File: src/rtl/abs_pkg.sv
`default_nettype none
// ============================================================
// Shared constants and carriers of the add/subtract unit
package abs_pkg;

    // ========================================================
    // Widths
    localparam int ABS_WORD_W  = 16;               // One storage word
    localparam int ABS_DATA_W  = 32;               // Double word and APB data
    localparam int ABS_ADDR_W  = 8;                // APB byte address
    localparam int ABS_CTRL_W  = 4;
    localparam int ABS_FLAG_W  = 3;
    localparam int ABS_IRQ_W   = 5;
    localparam int ABS_STRB_W  = 4;

    // ========================================================
    // Register byte offsets
    localparam logic [ABS_ADDR_W-1:0] ABS_OFF_CTRL     = 8'h00;
    localparam logic [ABS_ADDR_W-1:0] ABS_OFF_SRC1_LO  = 8'h04;
    localparam logic [ABS_ADDR_W-1:0] ABS_OFF_SRC1_HI  = 8'h08;
    localparam logic [ABS_ADDR_W-1:0] ABS_OFF_SRC2_LO  = 8'h0C;
    localparam logic [ABS_ADDR_W-1:0] ABS_OFF_SRC2_HI  = 8'h10;
    localparam logic [ABS_ADDR_W-1:0] ABS_OFF_DEST_LO  = 8'h14;
    localparam logic [ABS_ADDR_W-1:0] ABS_OFF_DEST_HI  = 8'h18;
    localparam logic [ABS_ADDR_W-1:0] ABS_OFF_FLAGS    = 8'h1C;
    localparam logic [ABS_ADDR_W-1:0] ABS_OFF_IRQ_STAT = 8'h20;
    localparam logic [ABS_ADDR_W-1:0] ABS_OFF_IRQ_MASK = 8'h24;

    // ========================================================
    // Field positions
    localparam int ABS_CTRL_SUB   = 0;             // 1 = subtract, 0 = add
    localparam int ABS_CTRL_WIDE  = 1;             // 1 = 32-bit form
    localparam int ABS_CTRL_PULSE = 2;             // 1 = run on enable rising edge only
    localparam int ABS_CTRL_CTR   = 3;             // Counter-operand request; refused unless WIDE is set
    localparam int ABS_IRQ_DONE   = 0;
    localparam int ABS_IRQ_CARRY  = 1;
    localparam int ABS_IRQ_BORROW = 2;
    localparam int ABS_IRQ_ZERO   = 3;
    localparam int ABS_IRQ_REFUSE = 4;

    // ========================================================
    // Reset values
    localparam logic [ABS_CTRL_W-1:0] ABS_CTRL_RST = 4'h0;
    localparam logic [ABS_WORD_W-1:0] ABS_WORD_RST = 16'h0000;
    localparam logic [ABS_IRQ_W-1:0]  ABS_IRQ_RST  = 5'h00;
    localparam logic [ABS_DATA_W-1:0] ABS_DATA_ZERO = 32'h0000_0000;

    // ========================================================
    // Carriers
    typedef struct packed {
        logic                  sub;
        logic                  wide;
        logic [ABS_DATA_W-1:0] src1;
        logic [ABS_DATA_W-1:0] src2;
    } abs_req_t;

    typedef struct packed {
        logic                  zero;
        logic                  borrow;
        logic                  carry;
    } abs_flags_t;

    typedef struct packed {
        logic [ABS_DATA_W-1:0] dest;
        abs_flags_t            flags;
    } abs_res_t;

endpackage
`default_nettype wire

File: src/rtl/abs_arith.sv
`default_nettype none
// ============================================================
// Combinational add/subtract with wrap and status flags
module abs_arith (
    // Operation request
    input  wire abs_pkg::abs_req_t req_i,
    // Wrapped result and flags
    output var abs_pkg::abs_res_t  res_o
);
    import abs_pkg::*;

    logic [ABS_DATA_W:0] sum32_w;
    logic [ABS_DATA_W:0] dif32_w;
    logic [ABS_WORD_W:0] sum16_w;
    logic [ABS_WORD_W:0] dif16_w;

    // Extended sums keep the unsigned carry or borrow in the top bit
    assign sum32_w = {1'b0, req_i.src1} + {1'b0, req_i.src2};
    assign dif32_w = {1'b0, req_i.src1} - {1'b0, req_i.src2};
    assign sum16_w = {1'b0, req_i.src1[ABS_WORD_W-1:0]} + {1'b0, req_i.src2[ABS_WORD_W-1:0]};
    assign dif16_w = {1'b0, req_i.src1[ABS_WORD_W-1:0]} - {1'b0, req_i.src2[ABS_WORD_W-1:0]};

    // Select form, keep only the low bits of the true result
    always_comb begin
        res_o = '0;
        if (req_i.wide) begin
            res_o.dest         = req_i.sub ? dif32_w[ABS_DATA_W-1:0] : sum32_w[ABS_DATA_W-1:0];
            res_o.flags.carry  = sum32_w[ABS_DATA_W];
            res_o.flags.borrow = dif32_w[ABS_DATA_W];
        end else begin
            res_o.dest[ABS_WORD_W-1:0] = req_i.sub ? dif16_w[ABS_WORD_W-1:0]
                                                   : sum16_w[ABS_WORD_W-1:0];
            res_o.flags.carry  = sum16_w[ABS_WORD_W];
            res_o.flags.borrow = dif16_w[ABS_WORD_W];
        end
        res_o.flags.zero = (res_o.dest == ABS_DATA_ZERO);
    end

endmodule // abs_arith
`default_nettype wire

File: src/rtl/abs_trig.sv
`default_nettype none
// ============================================================
// Execution trigger: level or rising-edge of the enable
module abs_trig (
    // Clock and reset
    input  wire logic mclk_i,
    input  wire logic rst_n_i,
    // Control
    input  wire logic enable_input_i,
    input  wire logic pulse_mode_i,
    // Trigger
    output logic      fire_o
);
    import abs_pkg::*;

    logic en_prev_r;

    // Previous enable level for edge detection
    always_ff @(posedge mclk_i or negedge rst_n_i) begin
        if (!rst_n_i) begin
            en_prev_r <= 1'b0;
        end else begin
            en_prev_r <= enable_input_i;
        end
    end

    // Level mode runs every active cycle, pulse mode once per rise
    assign fire_o = pulse_mode_i ? (enable_input_i & ~en_prev_r)
                                 : enable_input_i;

endmodule // abs_trig
`default_nettype wire

File: src/rtl/abs_top.sv
// Implementation choices: the placing of the registers and the APB interface to the registers.
`default_nettype none
// ============================================================
// Add/subtract execution unit with APB register access
module abs_top #(
    parameter int ADDR_W = abs_pkg::ABS_ADDR_W
) (
    // Clock and reset
    input  wire logic                          mclk_i,
    input  wire logic                          rstn_i,
    // APB slave
    input  wire logic                          psel_i,
    input  wire logic                          penable_i,
    input  wire logic                          pwrite_i,
    input  wire logic [ADDR_W-1:0]             paddr_i,
    input  wire logic [abs_pkg::ABS_DATA_W-1:0] pwdata_i,
    input  wire logic [abs_pkg::ABS_STRB_W-1:0] pstrb_i,
    output logic [abs_pkg::ABS_DATA_W-1:0]     prdata_o,
    output logic                               pready_o,
    output logic                               pslverr_o,
    // Sequencer enable
    input  wire logic                          enable_input_i,
    // Destination and flags
    output logic [abs_pkg::ABS_DATA_W-1:0]     dest_o,
    output logic                               zero_flag_o,
    output logic                               borrow_flag_o,
    output logic                               carry_flag_o,
    output logic                               exec_o,
    // Interrupt
    output logic                               irq_o
);
    import abs_pkg::*;

    // ========================================================
    // Declarations
    logic                  rst_meta_r;
    logic                  rst_n;
    logic [ABS_CTRL_W-1:0] ctrl_r;
    logic [ABS_WORD_W-1:0] src1_lo_r;
    logic [ABS_WORD_W-1:0] src1_hi_r;
    logic [ABS_WORD_W-1:0] src2_lo_r;
    logic [ABS_WORD_W-1:0] src2_hi_r;
    logic [ABS_WORD_W-1:0] dest_lo_r;
    logic [ABS_WORD_W-1:0] dest_hi_r;
    abs_flags_t            flags_r;
    logic [ABS_IRQ_W-1:0]  irq_stat_r;
    logic [ABS_IRQ_W-1:0]  irq_stat_nxt;
    logic [ABS_IRQ_W-1:0]  irq_mask_r;
    logic [ABS_IRQ_W-1:0]  irq_event;
    logic [ABS_DATA_W-1:0] prdata_r;
    logic [ABS_DATA_W-1:0] rd_mux;
    logic                  slverr_r;
    logic                  addr_hit;
    logic                  setup_ph;
    logic                  wr_acc;
    logic [ABS_DATA_W-1:0] wmask;
    logic                  exec_r;
    logic                  fire;
    logic                  refuse;
    logic                  run;
    abs_req_t              req;
    abs_res_t              res;

    // ========================================================
    // Reset release through two flip-flops
    always_ff @(posedge mclk_i or negedge rstn_i) begin
        if (!rstn_i) begin
            rst_meta_r <= 1'b0;
            rst_n      <= 1'b0;
        end else begin
            rst_meta_r <= 1'b1;
            rst_n      <= rst_meta_r;
        end
    end

    // ========================================================
    // APB decode
    // Setup phase latches the read answer, access phase always completes
    assign setup_ph = psel_i & ~penable_i;
    assign wr_acc   = psel_i & penable_i & pwrite_i & addr_hit;
    assign pready_o = 1'b1;

    // Byte-lane write mask built from the strobes
    genvar gi;
    generate
        for (gi = 0; gi < ABS_STRB_W; gi++) begin : g_lane
            assign wmask[gi*8 +: 8] = {8{pstrb_i[gi]}};
        end
    endgenerate

    // Address hit and read multiplexer
    always_comb begin
        addr_hit = 1'b1;
        rd_mux   = ABS_DATA_ZERO;
        case (paddr_i)
            ABS_OFF_CTRL:     rd_mux[ABS_CTRL_W-1:0] = ctrl_r;
            ABS_OFF_SRC1_LO:  rd_mux[ABS_WORD_W-1:0] = src1_lo_r;
            ABS_OFF_SRC1_HI:  rd_mux[ABS_WORD_W-1:0] = src1_hi_r;
            ABS_OFF_SRC2_LO:  rd_mux[ABS_WORD_W-1:0] = src2_lo_r;
            ABS_OFF_SRC2_HI:  rd_mux[ABS_WORD_W-1:0] = src2_hi_r;
            ABS_OFF_DEST_LO:  rd_mux[ABS_WORD_W-1:0] = dest_lo_r;
            ABS_OFF_DEST_HI:  rd_mux[ABS_WORD_W-1:0] = dest_hi_r;
            ABS_OFF_FLAGS:    rd_mux[ABS_FLAG_W-1:0] = flags_r;
            ABS_OFF_IRQ_STAT: rd_mux[ABS_IRQ_W-1:0]  = irq_stat_r;
            ABS_OFF_IRQ_MASK: rd_mux[ABS_IRQ_W-1:0]  = irq_mask_r;
            default:          addr_hit = 1'b0;
        endcase
    end

    // Read data and error answer held from the setup phase
    always_ff @(posedge mclk_i or negedge rst_n) begin
        if (!rst_n) begin
            prdata_r <= ABS_DATA_ZERO;
            slverr_r <= 1'b0;
        end else if (setup_ph) begin
            prdata_r <= pwrite_i ? ABS_DATA_ZERO : rd_mux;
            slverr_r <= ~addr_hit;
        end
    end

    assign prdata_o  = prdata_r;
    assign pslverr_o = slverr_r & psel_i & penable_i;

    // ========================================================
    // Control and mask registers
    always_ff @(posedge mclk_i or negedge rst_n) begin
        if (!rst_n) begin
            ctrl_r     <= ABS_CTRL_RST;
            irq_mask_r <= ABS_IRQ_RST;
        end else if (wr_acc) begin
            if (paddr_i == ABS_OFF_CTRL) begin
                ctrl_r <= (ctrl_r & ~wmask[ABS_CTRL_W-1:0]) | (pwdata_i[ABS_CTRL_W-1:0] & wmask[ABS_CTRL_W-1:0]);
            end
            if (paddr_i == ABS_OFF_IRQ_MASK) begin
                irq_mask_r <= (irq_mask_r & ~wmask[ABS_IRQ_W-1:0]) | (pwdata_i[ABS_IRQ_W-1:0] & wmask[ABS_IRQ_W-1:0]);
            end
        end
    end

    // ========================================================
    // Source operand words, low word first in each pair
    always_ff @(posedge mclk_i or negedge rst_n) begin
        if (!rst_n) begin
            src1_lo_r <= ABS_WORD_RST;
            src1_hi_r <= ABS_WORD_RST;
            src2_lo_r <= ABS_WORD_RST;
            src2_hi_r <= ABS_WORD_RST;
        end else if (wr_acc) begin
            case (paddr_i)
                ABS_OFF_SRC1_LO: begin
                    src1_lo_r <= (src1_lo_r & ~wmask[ABS_WORD_W-1:0]) | (pwdata_i[ABS_WORD_W-1:0] & wmask[ABS_WORD_W-1:0]);
                end
                ABS_OFF_SRC1_HI: begin
                    src1_hi_r <= (src1_hi_r & ~wmask[ABS_WORD_W-1:0]) | (pwdata_i[ABS_WORD_W-1:0] & wmask[ABS_WORD_W-1:0]);
                end
                ABS_OFF_SRC2_LO: begin
                    src2_lo_r <= (src2_lo_r & ~wmask[ABS_WORD_W-1:0]) | (pwdata_i[ABS_WORD_W-1:0] & wmask[ABS_WORD_W-1:0]);
                end
                ABS_OFF_SRC2_HI: begin
                    src2_hi_r <= (src2_hi_r & ~wmask[ABS_WORD_W-1:0]) | (pwdata_i[ABS_WORD_W-1:0] & wmask[ABS_WORD_W-1:0]);
                end
                default: begin
                end
            endcase
        end
    end

    // ========================================================
    // Execution trigger from the sequencer enable
    abs_trig u_trig (
        .mclk_i         (mclk_i),
        .rst_n_i        (rst_n),
        .enable_input_i (enable_input_i),
        .pulse_mode_i   (ctrl_r[ABS_CTRL_PULSE]),
        .fire_o         (fire)
    );

    // Counter operands are refused by the 16-bit form
    assign refuse = fire & ctrl_r[ABS_CTRL_CTR] & ~ctrl_r[ABS_CTRL_WIDE];
    assign run    = fire & ~refuse;

    // Operand pairs assembled high word over low word
    assign req.sub  = ctrl_r[ABS_CTRL_SUB];
    assign req.wide = ctrl_r[ABS_CTRL_WIDE];
    assign req.src1 = {src1_hi_r, src1_lo_r};
    assign req.src2 = {src2_hi_r, src2_lo_r};

    abs_arith u_arith (
        .req_i (req),
        .res_o (res)
    );

    // ========================================================
    // Destination words; 16-bit form touches the low word only
    always_ff @(posedge mclk_i or negedge rst_n) begin
        if (!rst_n) begin
            dest_lo_r <= ABS_WORD_RST;
            dest_hi_r <= ABS_WORD_RST;
        end else if (run) begin
            dest_lo_r <= res.dest[ABS_WORD_W-1:0];
            if (req.wide) begin
                dest_hi_r <= res.dest[ABS_DATA_W-1:ABS_WORD_W];
            end
        end
    end

    // ========================================================
    // Status flags, updated only when an operation runs
    always_ff @(posedge mclk_i or negedge rst_n) begin
        if (!rst_n) begin
            flags_r <= '0;
        end else if (run) begin
            flags_r.zero <= res.flags.zero;
            if (req.sub) begin
                flags_r.borrow <= res.flags.borrow;
            end else begin
                flags_r.carry <= res.flags.carry;
            end
        end
    end

    // Completion pulse one cycle after the operation
    always_ff @(posedge mclk_i or negedge rst_n) begin
        if (!rst_n) begin
            exec_r <= 1'b0;
        end else begin
            exec_r <= run;
        end
    end

    // ========================================================
    // Interrupt status: events set, write one clears, set wins
    always_comb begin
        irq_event                 = '0;
        irq_event[ABS_IRQ_DONE]   = run;
        irq_event[ABS_IRQ_CARRY]  = run & ~req.sub & res.flags.carry;
        irq_event[ABS_IRQ_BORROW] = run & req.sub & res.flags.borrow;
        irq_event[ABS_IRQ_ZERO]   = run & res.flags.zero;
        irq_event[ABS_IRQ_REFUSE] = refuse;
        irq_stat_nxt = irq_stat_r;
        if (wr_acc && (paddr_i == ABS_OFF_IRQ_STAT)) begin
            irq_stat_nxt = irq_stat_r & ~(pwdata_i[ABS_IRQ_W-1:0] & wmask[ABS_IRQ_W-1:0]);
        end
        irq_stat_nxt = irq_stat_nxt | irq_event;
    end

    always_ff @(posedge mclk_i or negedge rst_n) begin
        if (!rst_n) begin
            irq_stat_r <= ABS_IRQ_RST;
        end else begin
            irq_stat_r <= irq_stat_nxt;
        end
    end

    // ========================================================
    // Outputs
    assign dest_o        = {dest_hi_r, dest_lo_r};
    assign zero_flag_o   = flags_r.zero;
    assign borrow_flag_o = flags_r.borrow;
    assign carry_flag_o  = flags_r.carry;
    assign exec_o        = exec_r;
    assign irq_o         = |(irq_stat_r & irq_mask_r);  // Level while any unmasked bit is set

endmodule // abs_top
`default_nettype wire

File: config.mk
export PLATFORM = sky130hd
export DESIGN_NAME = abs_top
export DESIGN_NICKNAME = d
export VERILOG_FILES = /design/src/rtl/abs_pkg.sv /design/src/rtl/abs_arith.sv /design/src/rtl/abs_trig.sv /design/src/rtl/abs_top.sv
export SDC_FILE = /design/constraint.sdc
export NUM_CORES = 1
export LEC_CHECK = 0
export ABC_CLOCK_PERIOD_IN_PS = 3800
export BUFFER_PORTS_ARGS = -buffer_cell sky130_fd_sc_hd__buf_2
export CORE_MARGIN = 3
export CORE_UTILIZATION = 54
export CTS_CLUSTER_SIZE = 10
export DETAILED_ROUTE_END_ITERATION = 6
export PLACE_DENSITY = 0.78
export SYNTH_ARGS = -nofsm -noshare
export SYNTH_HDL_FRONTEND = slang
export SYNTH_SLANG_ARGS = --single-unit
File: constraint.sdc
create_clock -name mclk_i -period 3.8 [get_ports mclk_i]
set_input_delay 0.19 -clock mclk_i [delete_from_list [all_inputs] [get_ports mclk_i]]
set_output_delay 0.19 -clock mclk_i [all_outputs]
set_load 0.05 [all_outputs]
Word level (Yosys, flattened, before mapping)
Cells that the tools add are included.
{ "totals": {"ff_bits": 150, "latch_bits": 0, "mem_bits_rw": 0, "rom_bits": 0, "in_bits": 50, "output_inout_bits": 71, "word_cells": 101, "mem_count": 0} }
{ "op_classes": {"addsub": 4, "mul": 0, "div": 0, "magnitude_cmp": 0, "n_eq_ne": 9, "n_shift": 0, "n_mux": 13, "n_bitwise": 43, "n_reduce_logical": 14} }
{ "ops": {"columns": ["op", "n"], "rows": [
  ["bitwise AND 16 bit", 5],
  ["one-hot mux 11 bit (6 select lines)", 1],
  ["two-way mux 16 bit", 4],
  ["OR 16 bit", 4],
  ["adder 32 x 32 -> 33 bit", 1],
  ["subtractor 32 x 32 -> 33 bit", 1],
  ["equality test 8 x 5 -> 1 bit (second input constant)", 4],
  ["logical NOT 32 bit", 1],
  ["two-way mux 32 bit", 1],
  ["one-hot mux 3 bit (10 select lines)", 1],
  ["bitwise AND 5 bit", 4],
  ["AND reduction 2 bit", 9],
  ["adder 16 x 16 -> 17 bit", 1],
  ["subtractor 16 x 16 -> 17 bit", 1],
  ["equality test 8 x 4 -> 1 bit (second input constant)", 2],
  ["equality test 8 x 6 -> 1 bit (second input constant)", 2],
  ["NOT 16 bit", 1],
  ["bitwise AND 1 bit", 15],
  ["NOT 5 bit", 2],
  ["OR 5 bit", 2],
  ["OR reduction 10 bit", 1],
  ["one-hot mux 1 bit (9 select lines)", 1],
  ["bitwise AND 4 bit", 2],
  ["equality test 8 x 3 -> 1 bit (second input constant)", 1],
  ["other kinds (10)", 16]
]} }

Logic depth before layout (Yosys ltp)
Gate-level depths: netlist (run 1).
{ "logic_depth": {"ltp_word": 10, "ltp_mapped": 13, "mapped_depth_nobuf": 13} }

Cells and area by module
Synthesis (run 1) repeated with hierarchy kept, for this count alone.
{ "unflattened": {"hier_cells": 1155, "hier_area_um2": 10371.2} }
{ "by_module_without_submodules": {"columns": ["mod", "instances", "cells_each", "area_each_um2", "seq_area_each_um2"], "rows": [
  ["abs_top", 1, 532, 6297.3, 3328.2],
  ["abs_arith", 1, 621, 4037.6, 0.0],
  ["abs_trig", 1, 2, 36.3, 25.0]
]} }

Least setup slack after synthesis (run 1)
OpenSTA, ideal clock, no wires.
{ "synth_timing": {"path_type": "reg-to-reg", "from": "register with a tool-made name", "to": "register irq_stat_r[3]", "setup_ns": 0.076, "arrival_time_ns": 3.360, "t_required_ns": 3.724, "path_slack_ns": 0.364, "stages_incl_launch_ff": 14, "n_path_buf": 0, "synth_period_minus_slack_ns": 3.436, "path_cell_list": "dfrtp_1 ha_1 inv_1 fa_1 o21ba_2 or4_1 a21oi_4 o311ai_2 and3_4 or4_4 a211oi_2 nand4_1 o41a_1 o21ai_1"} }
{ "synth_rtl": {"columns": ["item", "line", "rtl"], "rows": [
  ["end signal: assignment", "abs_top.sv:251", "irq_stat_r <= irq_stat_nxt;"],
  ["end: declaration", "abs_top.sv:46", "logic [ABS_IRQ_W-1:0] irq_stat_r;"]
]} }

==> results of run 1 <==
[Yosys cell counts (9+ instances only)]
cell type    n
nand2b_1     9
mux2i_1     10
o31ai_1     19
buf_2       15
buf_4       17
clkbuf_1    43
a31oi_1      9
nor2_1      57
nor3_1      30
nor4_1      25
o21ai_0    112
a21oi_1     94
inv_1       71
xnor2_1     17
a211oi_1     9
a22o_1      17
nand4_1     14
nor2b_1     12
dfrtp_1    134
ha_1        65
nand3_1     13
mux2_2      64
a2111oi_0   10
nand2_1    139
a221oi_1    19
[power groups by stage]
stage          clock [µW]  combinational [µW]  sequential, µW
2_1_floorplan           0                 129            1560
3_3_place_gp            0                 282            1500
3_5_place_dp            0                 285            1500
4_1_cts              1790                 288            1470
5_1_grt              1840                 306            1470
6_report             1790                 293            1470
[per-layer routing]
layer	share of wire	up-vias	track usage	routed length (µm)
met5	0	-	0	0
met4	0.048	0	0.168	1880
met3	0.097	132	0.0638	3800
met2	0.45	651	0.586	17500
met1	0.41	5018	0.533	16100
li1	-	4600	-	-
[placed cells by master, fill, tap and decap left out, drive strengths merged, types with 10 or more instances in the layout]
cell type / instances
buf: 201
nand2: 139
dfrtp: 134
o21ai: 115
a21oi: 95
inv: 79
ha: 65
mux2: 64
nor2: 57
nor3: 32
nor4: 26
a221oi: 20
o31ai: 19
clkbuf: 19
conb: 18
xnor2: 17
a22o: 17
nand4: 14
nand3: 13
nor2b: 12
a2111oi: 11
mux2i: 10
a211oi: 10
[metrics by stage]
stage / setup TNS [ns] / cells / util
after floorplan: 0 / 1185 / -
after global placement: -0.185 / 1535 / 0.625
after detailed placement: -0.449 / 1535 / 0.625
after CTS: 0 / 1569 / 0.662
after global routing: -0.108 / 1571 / 0.671
final: 0 / 1571 / 0.671
[cells by family after synthesis]
family,share of synthesized area
other,0.000748
XOR/XNOR,0.0148
buffers and inverters,0.0658
multiplexers,0.0862
adder cells (fa/ha/maj),0.0850
AND/OR/NAND/NOR,0.162
flip-flops,0.334
AO/OA/AOI/OAI,0.251
[worst max-delay path, delay by kind of cell (launching register included)]
kind                     cells  cell delay [ns]
buffers and inverters        2             0.18
flip-flops                   1             0.39
AND/OR/NAND/NOR              4             1.33
AO/OA/AOI/OAI                6             1.28
adder cells (fa/ha/maj)      2             0.52
[layout make-up]
| class | count | area, µm² | share of cell area |
|---|---|---|---|
| clock buffer | 19 | 453 | 0.0373 |
| clock inverter | 13 | 158 | 0.0130 |
| inverter | 74 | 278 | 0.0229 |
| multi-input combinational | 899 | 6260 | 0.517 |
| sequential | 134 | 3360 | 0.277 |
| tap | 229 | 287 | 0.0236 |
| timing repair buffer | 203 | 1330 | 0.110 |
[worst max-delay path by stage]
stage,slack [ns],start,end,cells past startpoint
finish,0.02,flop,zero_flag_o,14
global route,-0.07,flop,irq_stat_r[3],14
CTS,0.02,flop,zero_flag_o,14
detailed placement,-0.23,flop,zero_flag_o,14
global placement,-0.1,flop,irq_stat_r[3],14
floorplan,0.36,flop,irq_stat_r[3],13
[what timing repair did]
item,in CTS,in global routing
endpoints found under the setup margin,3,5
pin swaps,1,4
resized for setup,9,29
endpoints found under the hold margin,3,0
gates cloned,0,0
hold buffers,2,0
buffers inserted,0,2
==> results.cfg, run 1 <==
[pwr]
peakVddDrop_mv = 0.273
power_leakage_uw = 0.00573
p_sw_uw = 1020
switching_share = 0.287
power_density_nw_per_um2 = 293
combPwrFrac = 0.083
pwr-share-clk = 0.504
power.total_uw = 3550
seqPwrFrac = 0.414
internal_power_uw = 2530

[routing]
routedWlPerCell_um = 25.0
wl_um = 39300
drc_errors = 0
drtIter0Drc = 1150
vias = 10400
drtAntennaViolNets = 0
viasPerCell = 6.62
drt-pass1-iter-count = 6

[synth]
ys_seq_area_frac = 0.334
synth_top_area_share = 0.334
netlist_instances = 1169
avgSynthCellArea_um2 = 8.59
synthTopCellsByArea = dfrtp_1 33%, ha_1 8.1%, mux2_2 7.2%
synth_ff_type = dfrtp_1
ys_seq_elements = 134
synth-edff-count = 0
syn_area_um2 = 10000
synth.distinct_cells = 83
async_flop_share = 1.00
yosys_warnings = 0
yosysTopAreaCell = dfrtp_1

[floorplanning]
io_pins = 121
core_um2 = 18100
start_util = 0.555
die_h_um = 142
die_area_um2 = 20300
rows = 49
die_w_um = 142

[setup_path]
crit_slowest_cell = or4_4
critical_path_required_ns = 4.16
cp-start-kind = flop
crit_type = reg -> reg
endpoint_kind = flop
timing.critical_path.slowest_cell_delay_ns = 0.50
reg2reg_slack_ns = 0.02
cp_common_cell = or4_4
reg2reg_depth = 14
r2r-end = zero_flag_o
crit_path_max_fanout = 4
critical_path.cell_chain = ha_2 -> inv_1 -> fa_2 -> o21ba_2 -> or4_4 -> a21oi_4 -> buf_6 -> o311ai_4 -> and3_4 -> or4_4 -> a211oi_2 -> nand4_1 -> o41a_1 -> o21ai_1
worstPathArrival_ns = 4.14

[hold_path]
hold_path_depth = 3
hold_start = pwdata_i[10]
hold_class = in -> reg

[finish]
postLayoutCellArea_um2 = 12100
syn_to_final_growth_pct = 20.8
num-fill-cells = 1504
fin_nets = 1446
drive_above_1_share = 0.259
antenna_cells = 0

[sta]
maxSlewViolCount = 0
rsz0062_at_grt = true
timing.fmax_mhz = 265
setup_viol = 0
relSlewSlack = 0.421
timing.final.crit_period_ns = 3.78
period_share = 0.994
final-hold-violation-count = 0
fin_skew_ns = 0.0200
finalWorstSetupSlack_ns = 0.0233
tightest_slew_ns = 0.865
timing.hold.ws_ns = 0.00634

[grt]
track_usage = 0.381
gr-total-overflow = 0
antenna_found_initial = 2
grt_max_degree = 95
grt_pass1_vias = 9812
grt_pass1_wl_um = 58400

[clock_network]
cts.clk_slew.worst_paths_ns = 0.07
cts_made_buffers = 17
root_buffer = clkbuf_16
clockBufferDepth = 2
cts_tree = built
cts.sinks = 134
insertion_delay_ns = 0.44
h-tree-depth = 4

[place]
place_hpwl_um = 29600
place_worst_setup_slack_ns = -0.228
place_area_um2 = 11300
place_congestion = 1.04
port_buffers = 85

[outcome]
status = complete, no violations

[run]
max_cap_viol_count = 0
Note: power is estimated with default switching activity, not from simulation.
==> run 2: changes to the inputs <==
--- a/config.mk
+++ b/config.mk
@@ -5,13 +5,13 @@
 export SDC_FILE = /design/constraint.sdc
 export NUM_CORES = 1
 export LEC_CHECK = 0
-export ABC_CLOCK_PERIOD_IN_PS = 3800
+export ABC_CLOCK_PERIOD_IN_PS = 4550
 export BUFFER_PORTS_ARGS = -buffer_cell sky130_fd_sc_hd__buf_2
-export CORE_MARGIN = 3
-export CORE_UTILIZATION = 54
+export CORE_MARGIN = 2
+export CORE_UTILIZATION = 55
 export CTS_CLUSTER_SIZE = 10
 export DETAILED_ROUTE_END_ITERATION = 6
-export PLACE_DENSITY = 0.78
+export PLACE_DENSITY = 0.76
 export SYNTH_ARGS = -nofsm -noshare
 export SYNTH_HDL_FRONTEND = slang
 export SYNTH_SLANG_ARGS = --single-unit
==> constraint.sdc (replaced) <==
create_clock -name mclk_i -period 4.55 [get_ports mclk_i]
set_input_delay 0.2275 -clock mclk_i [delete_from_list [all_inputs] [get_ports mclk_i]]
set_output_delay 0.2275 -clock mclk_i [all_outputs]
set_load 0.05 [all_outputs]
==> run 2 against run 1 <==
Net effect:
- die area is 4.5% lower
- core utilization fell by 4.5 points
- largest cell class unchanged
- clock power decreased by 21%
- clock skew fell by 0.011 ns
- first-iteration DRC count is 12% higher
- combinational power shrank 20%
- cell count shrank 6.0%
- critical path depth decreased by 1
- largest power group unchanged
- register-to-register slack improved by 0.15 ns
- worst setup slack better by 0.15 ns
- via count fell by 4.6%
- fmax is 14% lower
==> results.cfg, run 2 (synthesized netlist as in run 1, its figures left out) <==
[outcome]
status = complete, no violations

[sta]
fin_setup_tns_ns = 0
timing.final.crit_period_ns = 4.38
rsz0062_at_grt = false
maxSlewViolCount = 0
final-hold-violation-count = 0
fin_skew_ns = 0.00943
timing.fmax_mhz = 228
timing.hold.ws_ns = 0.0646
period_share = 0.963
tightest_slew_ns = 1.15
relSlewSlack = 0.228
setup_viol = 0
finalWorstSetupSlack_ns = 0.169

[pwr]
power_density_nw_per_um2 = 256
peakVddDrop_mv = 0.263
power_leakage_uw = 0.00526
power.total_uw = 2880

[finish]
num-fill-cells = 1561
final_cell_mix = 139 x nand2_1, 133 x dfrtp_1, 111 x o21ai_0, 94 x a21oi_1, 85 x buf_2
syn_to_final_growth_pct = 12.0
fin_nets = 1352
antenna_cells = 0
final_common_cell = nand2_1
drive_above_1_share = 0.185

[run]
max_cap_viol_count = 0

[clock_network]
cts.sinks = 134
insertion_delay_ns = 0.44
clockBufferDepth = 2
cts.clk_slew.worst_paths_ns = 0.07
h-tree-depth = 4
cts.repair.resized = 0
cts_tree = built
root_buffer = clkbuf_16
cts_made_buffers = 17

[grt]
antenna_found_initial = 0
grt_pass1_wl_um = 54200
gr-total-overflow = 0
track_usage = 0.362
grt_pass1_vias = 9461
grt_max_degree = 74

[floorplanning]
die_area_um2 = 19400
core_um2 = 18000
rows = 49
die_w_um = 139
start_util = 0.559
die_h_um = 139
io_pins = 121

[routing]
wl_um = 35400
vias = 9927
drc_errors = 0
drtIter0Drc = 1283
drt-pass1-iter-count = 6
drtAntennaViolNets = 0
routedWlPerCell_um = 24.0
viasPerCell = 6.72

[setup_path]
crit_path_max_fanout = 5
reg2reg_depth = 13
worstPathArrival_ns = 4.75
endpoint_kind = flop
critical_path_required_ns = 4.91
cp-start-kind = flop
reg2reg_slack_ns = 0.17
r2r-end = irq_stat_r[3]
crit_type = reg -> reg

[hold_path]
hold_class = in -> reg
hold_start = pwdata_i[10]
hold_path_depth = 3

[place]
place_hpwl_um = 26500
port_buffers = 85
place_congestion = 1.07
place_worst_setup_slack_ns = 0.334
==> run 2: cell count changes in the layout (fill, tap and decap cells not counted), moves of 2 or more <==
cell,before,now
clkbuf_8,2,0
nor3_2,5,2
a2111oi_0,6,10
buf_4,114,20
ha_2,2,0
nor4_4,2,0
a21oi_2,5,0
ha_1,63,65
nor3_1,27,29
o21ai_0,109,111
nor4_1,22,25
a2111oi_1,2,0
inv_8,2,5
a21oi_1,89,94
==> run 2: report_power, final <==
| part | switching (µW) | internal, µW | total, µW |
|---|---|---|---|
| Sequential | 25.5 | 1210 | 1230 |
| Combinational | 182 | 53.4 | 235 |
| Clock | 633 | 777 | 1410 |
| Total | 840 | 2040 | 2880 |
==> run 2: cell type report <==
class | count | area [µm²] | share of cell area
Inverter | 74 | 278 | 0.0247
Tap cell | 229 | 287 | 0.0255
Multi-Input combinational cell | 899 | 6100 | 0.543
Sequential cell | 134 | 3360 | 0.299
Clock inverter | 15 | 159 | 0.0141
Timing Repair Buffer | 109 | 636 | 0.0565
Clock buffer | 17 | 425 | 0.0378
==> run 2: timing repair <==
action | 4_1_cts | 5_1_grt
buffers inserted | 0 | 0
endpoints found under the hold margin | 3 | 0
hold buffers | 2 | 0
==> run 2: worst max-delay path, cell delays in order (launching register included) <==
cell       delay [ns]
dfrtp_1          0.43
ha_1             0.20
inv_1            0.05
fa_1             0.40
o21ba_2          0.24
or4_1            0.54
a21oi_1          0.31
o311ai_0         0.30
and3_1           0.25
a2111oi_0        0.46
nor2b_1          0.23
nand4_1          0.22
a2111o_1         0.51
o21ai_1          0.15
==> run 2: through the flow <==
stage	std cells	cell area [µm²]	util
6_report	1477	11200	0.626
5_1_grt	1477	11200	0.626
4_1_cts	1477	11200	0.626
3_5_place_dp	1443	10600	0.592
3_3_place_gp	1443	10600	0.592
2_1_floorplan	1185	10100	-
==> run 2: routing by layer <==
| layer | part of all wire | GRT usage |
|---|---|---|
| met1 | 0.41 | 0.497 |
| met2 | 0.44 | 0.551 |
| met3 | 0.11 | 0.0777 |
| met4 | 0.046 | 0.162 |
| met5 | 0 | 0 |
==> run 2: worst max-delay path by stage <==
stage,cells after the start,end,start
6_report,13,irq_stat_r[3],flop
3_5_place_dp,13,irq_stat_r[3],flop
4_1_cts,13,irq_stat_r[3],flop
5_1_grt,13,irq_stat_r[3],flop
3_3_place_gp,13,zero_flag_o,flop
2_1_floorplan,0,asynchronous set/reset pin,rst_n
